## src/hdl/uart_status_cfg.svh

```systemverilog
// Register indices, bit positions, reset values and counts of the serial status block.
`ifndef UART_STATUS_CFG_SVH
`define UART_STATUS_CFG_SVH

// ----------------------------------------------------------------------
// Bus map
// ----------------------------------------------------------------------
`define WB_ADR_W        12
`define STATUS_IDX      10'h0ba
`define BRK_CTRL_IDX    10'h0bc
`define WB_DAT_W        32

// ----------------------------------------------------------------------
// Status and break control register bit positions
// ----------------------------------------------------------------------
`define BIT_ERR_IRQ_EN  0
`define BIT_OE          1
`define BIT_LONG_LOW    2
`define BIT_FRAMING     3
`define BIT_LAST_SEL    4
`define BIT_SPLIT       5
`define BIT_AT_END      6
`define BIT_DBL         7
`define BIT_BRR_EN      0

// ----------------------------------------------------------------------
// Reset values and counts
// ----------------------------------------------------------------------
`define STATUS_RST      8'h00
`define BRR_EN_RST      1'b0
`define BREAK_BITS      4'hb

`endif

```

## src/hdl/uart_status_pkg.sv

```systemverilog
// Types shared by the serial status and interrupt control block.
package uart_status_pkg;

    // ------------------------------------------------------------------
    // Register layout and event carriers
    // ------------------------------------------------------------------
    typedef struct packed {
        logic dbl;
        logic at_end;
        logic split;
        logic last_sel;
        logic framing_error_flag;
        logic long_low_line_flag;
        logic oe;
        logic error_irq_enable;
    } status_s;

    typedef struct packed {
        logic bit8_strobe;
        logic stop_strobe;
        logic stop_level;
    } rx_evt_s;

    typedef struct packed {
        logic data_wr;
        logic stop_begin;
        logic stop_end;
        logic busy;
    } tx_evt_s;

    typedef struct packed {
        logic overrun;
        logic brk;
        logic framing;
    } err_evt_s;

    typedef logic [3:0] low_cnt_t;

    // ------------------------------------------------------------------
    // Module state
    // ------------------------------------------------------------------
    typedef enum logic [1:0] {
        TX_EMPTY = 2'b01,
        TX_FULL  = 2'b10
    } tx_buf_e;

    typedef struct packed {
        tx_buf_e buf_st;
        logic    load;
        logic    irq;
    } tx_state_s;

    typedef struct packed {
        low_cnt_t low_bits;
        err_evt_s evt;
    } err_state_s;

    typedef struct packed {
        logic       ack;
        logic [7:0] rdat;
        status_s    st;
        logic       brr_en;
        logic       irq;
        logic       tx_irq;
        logic       rst_req;
    } top_state_s;

endpackage

```

## src/hdl/uart_status_irq_control.sv

```systemverilog
// Serial port status, error flags and interrupt control with a Wishbone slave.
// ----------------------------------------------------------------------
// How it works
// - Error flags interrupt when error enable set.
// - Error shares receive or combined interrupt.
// - Enable low blocks errors; receive done interrupts.
// - Detected break requests reset when enabled.
// - Overrun: bit 8 arrives while receive done.
// - Break flag after 11 low bit times.
// - Framing flag on low stop bit.
// - Last-character select adds final stop interrupt.
// - Without select, one interrupt per character.
// - Write to empty buffer with idle shifter interrupts at once.
// - Split bit separates receive and transmit interrupts.
// - Split bit resets to zero.
// - Position select: stop begin or end.
// - End placement single buffered may leave gap.
// - Double buffer bit enables buffering, resets zero.
// - Mode bits 00 decode shift-register mode.
// - Mode 1 break spans start, data, stops.
// ----------------------------------------------------------------------
//
// Chosen here: the Wishbone register port.
`timescale 1ns/1ps
`include "uart_status_cfg.svh"
module uart_status_irq_control
    import uart_status_pkg::*;
(
    // Clock, enable and reset
    input  wire logic                  mclk,
    input  wire logic                  rst_n,
    input  wire logic                  ce,
    // Wishbone slave
    input  wire logic                  wb_cyc_i,
    input  wire logic                  wb_stb_i,
    input  wire logic                  wb_we_i,
    input  wire logic [`WB_ADR_W-1:0]  wb_adr_i,
    input  wire logic [3:0]            wb_sel_i,
    input  wire logic [`WB_DAT_W-1:0]  wb_dat_i,
    output logic      [`WB_DAT_W-1:0]  wb_dat_o,
    output logic                       wb_ack_o,
    // Receiver side
    input  wire logic                  rx_line,
    input  wire logic                  bit_tick,
    input  wire rx_evt_s               rx_evt,
    input  wire logic                  rx_done_flag,
    // Transmitter side
    input  wire logic                  tx_done_flag,
    input  wire tx_evt_s               tx_evt,
    output logic                       tx_load,
    output logic                       tx_done_set,
    // Mode bits
    input  wire logic                  mode_select_high,
    input  wire logic                  mode_select_low,
    // Interrupts and reset request
    output logic                       serial_irq,
    output logic                       serial_tx_irq,
    output logic                       device_reset_req
);

    // ------------------------------------------------------------------
    // State and decode
    // ------------------------------------------------------------------
    top_state_s q;
    top_state_s d;
    err_evt_s   err_evt;
    logic       mode0;
    logic       dbl_eff;
    logic       at_end_eff;
    logic       req;
    logic       hit_status;
    logic       hit_brk;
    logic       wr_status;
    logic       wr_brk;
    logic       err_irq;
    status_s    wval;

    // Mode 0 is the shift-register mode; buffering and end placement are held off there.
    assign mode0      = ~mode_select_high & ~mode_select_low;
    assign dbl_eff    = q.st.dbl & ~mode0;
    assign at_end_eff = q.st.at_end & ~mode0;

    assign req        = wb_cyc_i & wb_stb_i & ~q.ack;
    assign hit_status = (wb_adr_i[`WB_ADR_W-1:2] == `STATUS_IDX);
    assign hit_brk    = (wb_adr_i[`WB_ADR_W-1:2] == `BRK_CTRL_IDX);
    // Writes land at the edge where the master samples ack, its request still held.
    assign wr_status  = wb_cyc_i & wb_stb_i & q.ack & wb_we_i & wb_sel_i[0] & hit_status;
    assign wr_brk     = wb_cyc_i & wb_stb_i & q.ack & wb_we_i & wb_sel_i[0] & hit_brk;
    assign wval       = status_s'(wb_dat_i[7:0]);

    // ------------------------------------------------------------------
    // Submodules
    // ------------------------------------------------------------------
    err_detect u_err (
        .mclk         (mclk),
        .rst_n        (rst_n),
        .ce           (ce),
        .rx_line      (rx_line),
        .bit_tick     (bit_tick),
        .rx           (rx_evt),
        .rx_done_flag (rx_done_flag),
        .evt          (err_evt)
    );

    tx_irq_ctrl u_tx (
        .mclk     (mclk),
        .rst_n    (rst_n),
        .ce       (ce),
        .dbl      (dbl_eff),
        .last_sel (q.st.last_sel & dbl_eff),
        .at_end   (at_end_eff),
        .tx       (tx_evt),
        .load     (tx_load),
        .irq      (tx_done_set)
    );

    // ------------------------------------------------------------------
    // Register file and interrupt routing
    // ------------------------------------------------------------------
    always_comb begin
        d     = q;
        d.ack = req;
        if (req && !wb_we_i) begin
            if (hit_status) begin
                d.rdat = q.st;
            end else if (hit_brk) begin
                d.rdat = {7'h00, q.brr_en};
            end else begin
                d.rdat = 8'h00;
            end
        end
        if (wr_status) begin
            d.st.dbl      = wval.dbl;
            d.st.at_end   = wval.at_end;
            d.st.split    = wval.split;
            d.st.last_sel = wval.last_sel;
            d.st.error_irq_enable = wval.error_irq_enable;
            // Flags only clear on a written zero; a one leaves them as they are.
            d.st.framing_error_flag = q.st.framing_error_flag & wval.framing_error_flag;
            d.st.long_low_line_flag = q.st.long_low_line_flag & wval.long_low_line_flag;
            d.st.oe       = q.st.oe & wval.oe;
        end
        if (wr_brk) begin
            d.brr_en = wb_dat_i[`BIT_BRR_EN];
        end
        // A new event wins over a clear in the same cycle.
        if (err_evt.overrun) begin
            d.st.oe = 1'b1;
        end
        if (err_evt.brk) begin
            d.st.long_low_line_flag = 1'b1;
        end
        if (err_evt.framing) begin
            d.st.framing_error_flag = 1'b1;
        end
        d.rst_req = err_evt.brk & q.brr_en;
        // Serial interrupt at vector 0023h; errors join it only when enabled.
        err_irq = q.st.error_irq_enable
                & (q.st.framing_error_flag | q.st.long_low_line_flag | q.st.oe);
        if (q.st.split) begin
            d.irq    = rx_done_flag | err_irq;
            d.tx_irq = tx_done_flag;
        end else begin
            d.irq    = rx_done_flag | tx_done_flag | err_irq;
            d.tx_irq = 1'b0;
        end
    end

    always_ff @(posedge mclk or negedge rst_n) begin
        if (!rst_n) begin
            q        <= '0;
            q.st     <= `STATUS_RST;
            q.brr_en <= `BRR_EN_RST;
        end else if (ce) begin
            q <= d;
        end
    end

    // ------------------------------------------------------------------
    // Outputs
    // ------------------------------------------------------------------
    assign wb_dat_o         = {24'h000000, q.rdat};
    assign wb_ack_o         = q.ack;
    assign serial_irq       = q.irq;
    assign serial_tx_irq    = q.tx_irq;
    assign device_reset_req = q.rst_req;

    // ------------------------------------------------------------------
    // Assertions
    // ------------------------------------------------------------------
    error_irq_on_a: assert property (@(posedge mclk) disable iff (!rst_n)
        (ce && q.st.error_irq_enable
            && (q.st.framing_error_flag || q.st.long_low_line_flag || q.st.oe)) |=> serial_irq)
        else $error("enabled error flag did not interrupt");
    error_irq_off_a: assert property (@(posedge mclk) disable iff (!rst_n)
        (ce && !q.st.error_irq_enable && !rx_done_flag && !tx_done_flag) |=> !serial_irq)
        else $error("disabled error flag interrupted");
    rx_always_a: assert property (@(posedge mclk) disable iff (!rst_n)
        (ce && rx_done_flag) |=> serial_irq)
        else $error("receive done did not interrupt");
    split_route_a: assert property (@(posedge mclk) disable iff (!rst_n)
        (ce && q.st.split && !rx_done_flag && !q.st.error_irq_enable) |=>
            (!serial_irq && serial_tx_irq == $past(tx_done_flag)))
        else $error("split interrupts not separated");
    combined_route_a: assert property (@(posedge mclk) disable iff (!rst_n)
        (ce && !q.st.split && tx_done_flag) |=> (serial_irq && !serial_tx_irq))
        else $error("combined interrupt missing transmit done");
    break_reset_a: assert property (@(posedge mclk) disable iff (!rst_n)
        (ce && err_evt.brk) |=> (device_reset_req == $past(q.brr_en)))
        else $error("break reset request wrong");
    flag_sticky_a: assert property (@(posedge mclk) disable iff (!rst_n)
        (ce && q.st.oe && !wr_status) |=> q.st.oe)
        else $error("overrun flag lost without a clear");
    set_wins_a: assert property (@(posedge mclk) disable iff (!rst_n)
        (ce && wr_status && !wval.long_low_line_flag && err_evt.brk) |=> q.st.long_low_line_flag)
        else $error("break event lost against a clear");
    bus_ack_a: assert property (@(posedge mclk) disable iff (!rst_n)
        (ce && req) |=> (wb_ack_o ##1 !wb_ack_o))
        else $error("bus ack not a single cycle");

    break_c: cover property (@(posedge mclk) disable iff (!rst_n)
        err_evt.brk && q.brr_en);
    split_c: cover property (@(posedge mclk) disable iff (!rst_n)
        q.st.split && serial_tx_irq);
    overrun_c: cover property (@(posedge mclk) disable iff (!rst_n)
        $rose(q.st.oe) ##[1:50] !q.st.oe);

endmodule

```

## src/hdl/err_detect.sv

```systemverilog
// Receive error event detector: overrun, long low line and framing.
`timescale 1ns/1ps
`include "uart_status_cfg.svh"
module err_detect
    import uart_status_pkg::*;
(
    // Clock and reset
    input  wire logic     mclk,
    input  wire logic     rst_n,
    input  wire logic     ce,
    // Receiver side
    input  wire logic     rx_line,
    input  wire logic     bit_tick,
    input  wire rx_evt_s  rx,
    input  wire logic     rx_done_flag,
    // Events
    output err_evt_s      evt
);

    err_state_s q;
    err_state_s d;

    always_comb begin
        d = q;
        d.evt = '0;
        d.evt.overrun = rx.bit8_strobe & rx_done_flag;
        d.evt.framing = rx.stop_strobe & ~rx.stop_level;
        if (rx_line) begin
            d.low_bits = '0;
        end else if (bit_tick && q.low_bits != `BREAK_BITS) begin
            // Start bit, data bits and stop times all count as low bit times.
            d.low_bits = q.low_bits + 4'h1;
            d.evt.brk  = (q.low_bits == `BREAK_BITS - 4'h1);
        end
    end

    always_ff @(posedge mclk or negedge rst_n) begin
        if (!rst_n) begin
            q <= '0;
        end else if (ce) begin
            q <= d;
        end
    end

    assign evt = q.evt;

    break_count_a: assert property (@(posedge mclk) disable iff (!rst_n)
        (ce && !rx_line && bit_tick && q.low_bits == 4'ha) |=> q.evt.brk)
        else $error("long low line not flagged after eleven bit times");
    overrun_set_a: assert property (@(posedge mclk) disable iff (!rst_n)
        (ce && rx.bit8_strobe && rx_done_flag) |=> q.evt.overrun)
        else $error("overrun event missed");
    framing_set_a: assert property (@(posedge mclk) disable iff (!rst_n)
        (ce && rx.stop_strobe) |=> (q.evt.framing == !$past(rx.stop_level)))
        else $error("framing event does not follow stop level");

endmodule

```

## src/hdl/tx_irq_ctrl.sv

```systemverilog
// Transmit interrupt placement and transmit double buffer control.
`timescale 1ns/1ps
`include "uart_status_cfg.svh"
module tx_irq_ctrl
    import uart_status_pkg::*;
(
    // Clock and reset
    input  wire logic    mclk,
    input  wire logic    rst_n,
    input  wire logic    ce,
    // Control
    input  wire logic    dbl,
    input  wire logic    last_sel,
    input  wire logic    at_end,
    // Transmitter side
    input  wire tx_evt_s tx,
    output logic         load,
    output logic         irq
);

    tx_state_s q;
    tx_state_s d;
    logic      stop_pt;

    // Transmit interrupt point within the stop bit.
    assign stop_pt = at_end ? tx.stop_end : tx.stop_begin;

    always_comb begin
        d      = q;
        d.load = 1'b0;
        d.irq  = 1'b0;
        if (!dbl) begin
            // Single buffering: a write loads the shifter, the stop point signals.
            d.buf_st = TX_EMPTY;
            d.load   = tx.data_wr;
            d.irq    = stop_pt;
        end else begin
            unique case (q.buf_st)
                TX_EMPTY: begin
                    if (tx.data_wr && !tx.busy) begin
                        d.load = 1'b1;
                        d.irq  = 1'b1;
                    end else if (tx.data_wr) begin
                        d.buf_st = TX_FULL;
                    end else if (stop_pt) begin
                        d.irq = last_sel;
                    end
                end
                TX_FULL: begin
                    if (stop_pt) begin
                        d.irq = 1'b1;
                    end
                    if (tx.stop_end) begin
                        d.load   = 1'b1;
                        d.buf_st = TX_EMPTY;
                    end
                end
                default: begin
                    d.buf_st = TX_EMPTY;
                end
            endcase
        end
    end

    always_ff @(posedge mclk or negedge rst_n) begin
        if (!rst_n) begin
            q <= '{buf_st: TX_EMPTY, load: 1'b0, irq: 1'b0};
        end else if (ce) begin
            q <= d;
        end
    end

    assign load = q.load;
    assign irq  = q.irq;

    first_write_a: assert property (@(posedge mclk) disable iff (!rst_n)
        (ce && dbl && q.buf_st == TX_EMPTY && tx.data_wr && !tx.busy) |=> (irq && load))
        else $error("write to empty buffer gave no immediate interrupt");
    no_last_irq_a: assert property (@(posedge mclk) disable iff (!rst_n)
        (ce && dbl && !last_sel && q.buf_st == TX_EMPTY && !tx.data_wr) |=> !irq)
        else $error("extra transmit interrupt without last-character select");
    last_irq_a: assert property (@(posedge mclk) disable iff (!rst_n)
        (ce && dbl && last_sel && q.buf_st == TX_EMPTY && !tx.data_wr && stop_pt) |=> irq)
        else $error("last-character interrupt missing");
    stop_place_a: assert property (@(posedge mclk) disable iff (!rst_n)
        (ce && !dbl && at_end && !tx.stop_end) |=> !irq)
        else $error("transmit interrupt not at end of stop bit");

    buffered_c: cover property (@(posedge mclk) disable iff (!rst_n)
        q.buf_st == TX_FULL ##[1:100] q.load);

endmodule

```

## config.mk

```make
export PLATFORM = sky130hd
export DESIGN_NAME = uart_status_irq_control
export DESIGN_NICKNAME = d
export VERILOG_FILES = /design/src/hdl/uart_status_pkg.sv /design/src/hdl/uart_status_irq_control.sv /design/src/hdl/err_detect.sv /design/src/hdl/tx_irq_ctrl.sv
export VERILOG_INCLUDE_DIRS = /design/src /design/src/hdl
export SDC_FILE = /design/constraint.sdc
export NUM_CORES = 1
export LEC_CHECK = 0
export BUFFER_PORTS_ARGS = -buffer_cell sky130_fd_sc_hd__buf_2
export CAP_MARGIN = 20
export CORE_MARGIN = 2
export CORE_UTILIZATION = 47
export CTS_CLUSTER_SIZE = 16
export DETAILED_ROUTE_END_ITERATION = 16
export GPL_ROUTABILITY_DRIVEN = 0
export PLACE_DENSITY = 0.84
export SETUP_SLACK_MARGIN = 0.2
export SLEW_MARGIN = 20
export SYNTH_ARGS = -nofsm -noshare
export SYNTH_HDL_FRONTEND = slang
export SYNTH_SLANG_ARGS = --single-unit
```

## constraint.sdc

```tcl
create_clock -name mclk -period 3.3 [get_ports mclk]
set_input_delay 0.165 -clock mclk [delete_from_list [all_inputs] [get_ports mclk]]
set_output_delay 0.165 -clock mclk [all_outputs]
set_load 0.005 [all_outputs]
```

-- Word level (Yosys, flattened, before mapping)
Cells that the tools add are included.
W data, S select, Z words.
- word-level logic and storage cells: 99
- input bits: 67
- register bits after elaboration: 32
- output and inout bits: 38
- equal/unequal tests: 9
- muxes and demuxes: 23
- bitwise gates (word level): 28
- reduce and logical (&&, ||, !) cells: 17
- $add $sub $neg: 1
- operator list (cell ; count):
    $eq A10 B8 Y1 const B ; 2
    $and A1 B1 Y1 ; 18
    $mux W4 ; 4
    $reduce_and A2 Y1 ; 7
    $mux W1 ; 12
    $ne A3 B3 Y1 const B ; 3
    $mux W8 ; 1
    $pmux W2 S2 ; 2
    $reduce_bool A2 Y1 ; 4
    $mux W2 ; 3
    $not A1 Y1 ; 5
    $or A1 B1 Y1 ; 5
    $add A4 B1 Y4 const B ; 1
    $eq A4 B4 Y1 const B ; 1
    $ne A4 B4 Y1 const B ; 1
    $reduce_and A4 Y1 ; 1
    $logic_and A1 B1 Y1 ; 3
    $mux W3 ; 1
    $eq A2 B1 Y1 const B ; 1
    $eq A2 B2 Y1 const B ; 1
    $logic_not A1 Y1 ; 2

-- Depth between registers and ports, before layout
Gate-level depths: netlist of run 1.
- word-level depth: 10
- gate-level depth with buffers: 6

-- Hierarchy
From an unflattened synthesis of run 1, not the netlist that was laid out.
- cells, all modules: 203
- area, all modules: 2060.7 sq um
- modules (own cells, without submodules) (module ; cells each ; instances ; area an instance (sq um)):
    uart_status_irq_control ; 123 ; 1 ; 1286.2
    err_detect ; 43 ; 1 ; 435.4
    tx_irq_ctrl ; 37 ; 1 ; 339.1

-- Worst setup path after synthesis of run 1
No wires, ideal clock.
- path type: reg-to-reg
- start point: register q, in the netlist wb_ack_o
- end point: register q[10] (netlist name)
- arrival time: 1.407 ns
- period minus slack after synthesis: 1.533 ns
- stages on the path, launching flop included: 6
- setup time: 0.125 ns
- setup slack: 1.767 ns
- cell sequence: dfrtp_1 -> nand3_1 -> or2_2 -> or2_1 -> buf_6 -> mux2_4
- word-level cells in the longest chain between the ends: 5
- ends and longest elaborated chain (what ; RTL line ; RTL):
    start: declaration ; uart_status_irq_control.sv:64 ; top_state_s q;
    $and A1 B1 Y1 (4 in series) ; uart_status_irq_control.sv:87 ; assign wr_status = wb_cyc_i & wb_stb_i & q.ack & wb_we_i & wb_sel_i[0] & hit_status;
    $reduce_and A2 Y1 (no line) ; -- ;
No other way between the ends.
A chain may end at the register's enable or synchronous reset.

-- Worst setup path in the final report of run 1
- start point: register u_err.q[3] (netlist name)
- end point: register u_err.q[3] (netlist name)
- word-level cells in the longest chain between the ends: 4
- elaborated cells on any way between the ends: 7
- classes of those cells: 1 x add/sub; 1 x eq/ne; 2 x mux; 3 x reduce/logical
- ends and longest elaborated chain (what ; RTL line ; RTL):
    start: declaration ; err_detect.sv:20 ; err_state_s q;
    start signal: assignment ; err_detect.sv:39 ; q <= '0;
    start signal: assignment ; err_detect.sv:41 ; q <= d;
    parallel branches: the longest is 4 deep, another holds $add A4 B1 Y4 ; -- ;
Parallel ways; which one is timed is not known. The select of a mux whose other input is x is not followed.

==> results_dict.tcl, run 1 <==
set metrics [dict create \
    core-area_mm2 0.00372 \
    ctsResizeCount 0 \
    min_path_type "in2reg" \
    num-fill-cells 347 \
    fp.dieH_um 66.5 \
    yosysSeqAreaShare 0.436 \
    yosys.area.top_type "dfrtp_1" \
    cts_buffer_depth 2 \
    r2r_cells 5 \
    hold_slack_ns 0.0606 \
    crit_path_end_kind "flip-flop" \
    critPathMaxFanout 5 \
    required_ns 3.46 \
    htreeDepth 2 \
    maxCapViolCount 0 \
    synthCells 179 \
    fin_tns_setup_ns 0 \
    r2r_start "u_err.q[3]" \
    relSlewSlack 0.537 \
    fin_nets 297 \
    synth_top_area_frac 0.422 \
    setup-violations-final 0 \
    hold_viol 0 \
    fp-row-count 22 \
    numPortBuffers 51 \
    initial_utilization 0.495 \
    worstSetupStartpointType "flip-flop" \
    ys_warn_count 0 \
    grt.overflow.total 0 \
    yosysMostFrequentCell "buf_4" \
    cp.arrival_ns 1.85 \
    fp.dieW_um 66.5 \
    ioPinCount 105 \
    ir_worst_vdd_mv 0.336 \
    fin_crit_ns 1.69 \
    synthArstFlopShare 1.00 \
    syn_area_mm2 0.00184 \
    p_per_area_mw_per_mm2 413 \
    max_freq_ghz 0.590 \
    synthTopCellsByCount "buf_4, dfrtp_1, o21ai_0, inv_1, nand2_1" \
    power.total_uw 859 \
    cts_num_sinks 32 \
    leakagePower_nw 1.07 \
    grt_max_degree 33 \
    grt_pass1_vias 1260 \
    timing.final.crit_share 0.513 \
    clkLatencyLatePin_ns 0.27 \
    drc 0 \
    cts_tree "built" \
    rsz0062_at_grt "no" \
    worst_path_largest_cell_delay_ns 0.40 \
    hpwl_mm 2.64 \
    grt_pass1_wl_mm 5.33 \
    finClkSkew_ns 0.00390 \
    holdPathEnd "u_err.evt[0]" \
    post-place-cells 265 \
    status "finished clean" \
    root_buffer "clkbuf_8" \
    finish.utilization 0.559 \
    clk_pin_slew_ns 0.06 \
    rrSetupSlack_ns 1.61 \
    crit_family "flip-flops" \
    dieArea_mm2 0.00443 \
    n_antenna_cell 0 \
    drt_iter0_drc 77 \
    timing.rr.end "u_err.q[3]" \
    slew_violations 0 \
    instances_no_fill 274 \
    drtAntennaViolNets 0 \
    synth.distinct_cells 40 \
    viasPerCell 4.89 \
    synth_seq_cells 32 \
    cts_setup_buffers 0 \
    wire_per_inst_um 12.4 \
    worst_slew_pin_slew_ns 0.695 \
    area_growth_pct 13.1 \
    synth_top_flop_cell "dfrtp_1" \
    crit_type "reg2reg" \
    grt_use_total 0.158 \
    hold_depth 2 \
    worstPathCellList "ha_1 > nand3b_1 > a21oi_1 > nand2b_1 > mux2_2" \
    synth-edff-count 0 \
    antenna_found_initial 0 \
    vias 1341 \
    drive_gt1_frac 0.319 \
    dr.pass1.iters 4 \
    cp.buffers_inverters 0 \
    cts.hold.buffers_added 1 \
    cts_buffers 5 \
    avgSynthCellArea_um2 10.3 \
    hp-start "rx_evt[0]" \
    ys_top_cells_by_area "dfrtp_1, buf_4, mux2_4" \
    routed_wl_mm 3.40 \
    critPathSlowestCell "dfrtp_1" \
]
## flip-flops by register name, indices dropped and copies added (netlist names)
name / count
serial_irq: 1
device_reset_req: 1
u_tx.irq: 1
u_err.q: 4
wb_ack_o: 1
serial_tx_irq: 1
u_tx.load: 1
u_tx.q: 2
wb_dat_o: 8
u_err.evt: 3
q: 9
## power by group
group / internal, mW / leakage, nW / switching, mW / total, mW
clock network: 0.166 / 0.0510 / 0.137 / 0.303
registers: 0.419 / 0.413 / 0.0272 / 0.446
logic: 0.0527 / 0.603 / 0.0578 / 0.110
## layout by cell type, fill, tap and decap left out, types with 3 or more instances in the layout
master     n
nand3_1    6
nor2b_1    4
buf_2     51
mux2_4     5
mux2i_1    3
conb_1    24
o31ai_1    5
a22o_1     7
clkbuf_8   6
ha_1       5
nand2_1    9
o21ai_0   14
dfrtp_1   31
nor2_1     6
mux2_2     3
a21oi_1    5
nand3b_1   3
inv_1     12
## worst max path at each step
| stage | endpoint | startpoint | cells past startpoint |
|---|---|---|---|
| final | u_err.q[3] | u_err.q[3] | 5 |
| after global placement | wb_dat_o[0] | ce | 5 |
| after floorplan | q[10] | wb_ack_o | 5 |
| after CTS | u_err.q[3] | u_err.q[3] | 5 |
| after detailed placement | wb_dat_o[0] | ce | 5 |
| after global routing | u_err.q[3] | u_err.q[3] | 5 |
## cell type report
class                   count  area [um2]  area share
multi-input cells         122         813       0.391
flip-flops and latches     32         802       0.386
repair buffers             52         265       0.128
clock buffers               6        82.6      0.0397
well taps                  48        60.1      0.0289
inverters                  12        45.0      0.0217
clock inverters             2        10.0     0.00482
## per-stage QoR
step / instance area (um2) / worst slack [ns]
4_1_cts: 2080 / 1.58
2_1_floorplan: 1920 / 1.77
5_1_grt: 2080 / 1.49
3_3_place_gp: 1980 / 1.48
3_5_place_dp: 1980 / 1.45
6_report: 2080 / 1.61
## metal layers
metal  GRT usage  vias to the layer above  wire length [um]
met2       0.294                       42              1830
met5           0                        -                 0
met4      0.0306                        0                16
met1       0.177                      630              1370
met3      0.0473                        4               188
li1            -                      665                 -
## logic make-up after synthesis
logic type,count (synthesis),synth area share
adders and majority gates,5,0.0340
and+or+nand+nor,40,0.129
DFF,32,0.436
AOI/OAI and AO/OA,42,0.155
muxes,11,0.0756
other,1,0.00204
buffers and inverters,48,0.168
## worst reg2reg max path, cell delays in order (launching register included)
cell and delay, ns:
dfrtp_1 0.40, ha_1 0.24, nand3b_1 0.10, a21oi_1 0.26
nand2b_1 0.23, mux2_2 0.35
No activity file was read; power rests on OpenSTA's default activity.
==> inputs of run 2 (changes only) <==
Settings changed: CORE_UTILIZATION 47 to 40, PLACE_DENSITY 0.84 to 0.76.
Clock period 3.3 ns to 1.5 ns, I/O delays scaled along.
==> results_dict.tcl, run 2 (synthesis gave the netlist of run 1 again) <==
set metrics [dict create \
    core-area_mm2 0.00438 \
    final_common_cell "buf_2" \
    routed_wl_mm 4.06 \
    hpwl_mm 2.84 \
    ioPinCount 105 \
    power.share.clock 0.374 \
    ir_worst_vdd_mv 0.387 \
    fp-row-count 24 \
    intPower_mw 1.62 \
    fp.dieH_um 71.8 \
    cts_buffers 5 \
    rsz0062_at_grt "yes" \
    power.total_mw 2.18 \
    relSlewSlack 0.523 \
    grt.overflow.total 0 \
    cts_num_sinks 32 \
    slew_violations 0 \
    p_sw_uw 564 \
    min_path_type "in2reg" \
    dieArea_mm2 0.00515 \
    fp.dieW_um 71.8 \
    cp.arrival_ns 1.67 \
    finClkSkew_ns 0.00789 \
    area_growth_pct 30.1 \
    worstSetupStartpointType "flip-flop" \
    numPortBuffers 51 \
    cts_buffer_depth 2 \
    vias 1422 \
    n_antenna_cell 0 \
    finish.utilization 0.545 \
    status "finished clean" \
    antenna_found_initial 0 \
    htreeDepth 2 \
    drt_iter0_drc 56 \
    seqPwrFrac 0.445 \
    required_ns 1.71 \
    crit_path_end_kind "flip-flop" \
    fin_nets 313 \
    grt_pass1_vias 1399 \
    grt_max_degree 33 \
    largest_reg_flops 9 \
    regMostFlops "q" \
    drtAntennaViolNets 0 \
    maxCapViolCount 0 \
    crit_type "reg2reg" \
    final_cell_mix "buf_2, dfrtp_1, conb_1, inv_1, buf_4" \
    switching_share 0.259 \
    grt_use_total 0.163 \
    fin_tns_setup_ns 0 \
    max_freq_ghz 0.688 \
    drive_gt1_frac 0.438 \
    wire_per_inst_um 13.8 \
    cts_tree "built" \
    dr.pass1.iters 4 \
    viasPerCell 4.84 \
    hold_viol 0 \
    leakagePower_nw 1.17 \
    grt_pass1_wl_mm 6.42 \
    root_buffer "clkbuf_8" \
    p_per_area_mw_per_mm2 912 \
    power_frac_comb 0.181 \
    fin_area_mm2 0.00239 \
    clkLatencyLatePin_ns 0.29 \
    fin_crit_ns 1.45 \
    setup-violations-final 0 \
    clk_pin_slew_ns 0.07 \
    timing.final.crit_share 0.970 \
    postPlaceCellArea_mm2 0.00208 \
    critPathMaxFanout 3 \
    drc 0 \
    worst_slew_pin_slew_ns 0.715 \
    initial_utilization 0.419 \
]
[run 2: cell count changes in the layout (fill, tap and decap cells not counted), moves of 4 or more]
cell,previous run,this run
buf_6,0,4
o21ai_0,14,9
o21ai_1,0,4
buf_4,0,11
[run 2: final timing paths]
path | start | end | slack, ns | cells past startpoint
max | u_tx.q[2] | u_tx.q[2] | 0.05 | 6
min | rx_evt[1] | u_err.evt[0] | 0.02 | 3
max reg2reg | u_tx.q[2] | u_tx.q[2] | 0.05 | 6
min reg2reg | wb_dat_o[6] | wb_dat_o[6] | 0.50 | 1
max in group asynchronous | rst_n | q[3] | 0.66 | 2
min in group asynchronous | rst_n | wb_dat_o[4] | 0.38 | 2
[run 2: per-stage QoR]
| step | setup WS (ns) | cells | hold WS [ns] |
|---|---|---|---|
| after global routing | -0.0111 | 294 | 0.0186 |
| after floorplan | 0.0494 | 202 | -0.221 |
| after CTS | 0.0642 | 292 | 0.0204 |
| final | 0.0457 | 294 | 0.0237 |
| after global placement | 0.0129 | 276 | 0.159 |
| after detailed placement | -0.0298 | 276 | 0.170 |
[run 2: power groups by stage]
stage	combinational (mW)	sequential [mW]	clock [mW]
2_1_floorplan	0.191	0.983	0
3_3_place_gp	0.270	0.989	0
3_5_place_dp	0.278	0.993	0
4_1_cts	0.355	0.962	0.827
5_1_grt	0.437	0.974	0.863
6_report	0.394	0.971	0.815
[run 2: critical path, stage by stage, from the launching register on]
cell and delay [ns]:
dfstp_2 0.55, inv_2 0.05, ha_4 0.15, nor2b_4 0.13, a21oi_2 0.11, o21ai_2 0.09
mux2_2 0.30
[run 2: repair_timing]
item / 4_1_cts / 5_1_grt
pin swaps: 10 / 16
hold buffers: 2 / 0
hold endpoints to repair: 32 / 0
gates resized for setup: 16 / 12
setup buffers: 6 / 2
setup endpoints to repair: 21 / 24
[run 2: layout make-up]
class,instances,area [um2]
clock buffers,6,72.6
multi-input cells,122,968
fillers,394,1990
repair buffers,68,403
flip-flops and latches,32,802
well taps,52,65.1
inverters,12,45.0
clock inverters,2,35.0
[run 2: per-layer routing]
metal | GRT usage | up-vias | share of wire
li1 | - | 695 | -
met1 | 0.191 | 676 | 0.41
met2 | 0.288 | 41 | 0.52
met3 | 0.0394 | 10 | 0.048
met4 | 0.0629 | 0 | 0.020
met5 | 0 | - | 0
==> inputs of run 3 (changes only) <==
Clock period 1.5 ns to 1.3 ns, I/O delays scaled along.
==> results_dict.tcl, run 3 (synthesis gave the netlist of run 1 again) <==
set metrics [dict create \
    hold_viol 0 \
    fp.dieW_um 71.8 \
    maxCapViolCount 0 \
    area_growth_pct 42.1 \
    rrSetupSlack_ns -0.14 \
    crit_type "reg2reg" \
    crit_family "flip-flops" \
    grt_pass1_wl_mm 6.59 \
    dieArea_mm2 0.00515 \
    hold_slack_ns 0.00831 \
    critPathMaxFanout 3 \
    hpwl_mm 2.86 \
    fin_tns_setup_ns -1.76 \
    ir_worst_vdd_mv 0.445 \
    cp-startpoint "u_tx.q[2]" \
    power.share.clock 0.384 \
    max_freq_ghz 0.693 \
    core-area_mm2 0.00438 \
    fin_area_mm2 0.00261 \
    clkLatencyLatePin_ns 0.28 \
    worstSetupStartpointType "flip-flop" \
    drt_iter0_drc 81 \
    rsz0062_at_grt "yes" \
    power.total_mw 2.73 \
    finClkSkew_ns 0.00340 \
    grt_max_degree 33 \
    intPower_mw 2.05 \
    fin_ws_ns -0.143 \
    p_per_area_mw_per_mm2 1050 \
    regMostFlops "q" \
    worst-path-stages 6 \
    clk_pin_slew_ns 0.07 \
    cts_buffers 5 \
    root_buffer "clkbuf_8" \
    power_frac_comb 0.210 \
    finish.utilization 0.596 \
    cts_tree "built" \
    endpoint "u_tx.q[2]" \
    drc 0 \
    fp.dieH_um 71.8 \
    p_sw_uw 686 \
    postPlaceCellArea_mm2 0.00220 \
    crit_top_cell "buf_4" \
    antenna_found_initial 0 \
    leakagePower_nw 1.26 \
    multi_input_area_mm2 0.00104 \
    cp.buffers_inverters 2 \
    fin_nets 326 \
    status "finished, violations left" \
    fp-row-count 24 \
    dr.pass1.iters 5 \
    largest_reg_flops 9 \
    post-place-ws_ns -0.175 \
    wire_per_inst_um 13.7 \
    r2r_start "u_tx.q[2]" \
    htreeDepth 2 \
    fin_crit_ns 1.44 \
    numPortBuffers 51 \
    seqCellArea_um2 802 \
    slew_violations 0 \
    min_path_type "in2reg" \
    setup-violations-final 19 \
    final_common_cell "buf_2" \
    grt_pass1_vias 1433 \
    drive_gt1_frac 0.514 \
    r2r_cells 6 \
    switching_share 0.251 \
    viasPerCell 4.84 \
    final_cell_mix "buf_2, dfrtp_1, conb_1, buf_4, buf_6" \
    required_ns 1.52 \
    timing.rr.end "u_tx.q[2]" \
    n_antenna_cell 0 \
    post-place-cells 289 \
    routed_wl_mm 4.20 \
    vias 1485 \
    worst_path_largest_cell_delay_ns 0.54 \
    crit_path_end_kind "flip-flop" \
    grt.overflow.total 0 \
    seqPwrFrac 0.405 \
    instances_no_fill 307 \
    cp.arrival_ns 1.66 \
    timing.final.crit_share 1.11 \
    cts_buffer_depth 2 \
    drtAntennaViolNets 0 \
    initial_utilization 0.419 \
    ioPinCount 105 \
    violations "negative setup slack" \
    cts_num_sinks 32 \
    critPathSlowestCell "dfstp_2" \
    worstPathCellList "buf_4 > ha_4 > buf_4 > nor2b_1 > o21ai_1 > mux2_4" \
    num-fill-cells 360 \
    grt_use_total 0.169 \
]
run 3: area by class of cell:
type	count	share of cell area
clock inverters	1	0.0115
inverters	12	0.0172
clock buffers	7	0.0369
repair buffers	81	0.204
multi-input cells	122	0.398
flip-flops and latches	32	0.307
well taps	52	0.0249
run 3: what timing repair did:
| item | 4_1_cts | 5_1_grt |
|---|---|---|
| endpoints found under the setup margin | 26 | 27 |
| setup buffers | 3 | 5 |
| pin swaps | 20 | 7 |
| endpoints found under the hold margin | 32 | 0 |
| resized for setup | 26 | 21 |
| hold buffers | 2 | 0 |
run 3: worst min-delay path by stage:
stage | startpoint | to | slack, ns | cells past startpoint
floorplan | rst_n | device_reset_req | -0.23 | 0
global placement | rst_n | wb_dat_o[7] | 0.10 | 2
detailed placement | rst_n | wb_dat_o[7] | 0.11 | 2
CTS | wb_dat_i[4] | q[8] | 0.001 | 2
global route | wb_dat_i[4] | q[8] | 0.002 | 2
finish | wb_dat_i[4] | q[8] | 0.008 | 2
run 3: worst reg2reg max path, cell delays in order, from the launching register on:
cell	delay, ns
dfstp_2	0.54
buf_4	0.12
ha_4	0.14
buf_4	0.11
nor2b_1	0.13
o21ai_1	0.07
mux2_4	0.27
run 3: routing by layer:
layer,routed length (um),track usage
met5,0,0
met4,52,0.0503
met3,215,0.0492
met2,2220,0.290
met1,1710,0.204
run 3: power groups by stage:
stage                     Combinational [mW]  Sequential, mW  Clock (mW)
after detailed placement               0.432            1.12           0
final                                  0.575            1.11        1.05
after global placement                 0.421            1.12           0
after floorplan                        0.235            1.13           0
after CTS                              0.484            1.10        1.06
after global routing                   0.636            1.12        1.11
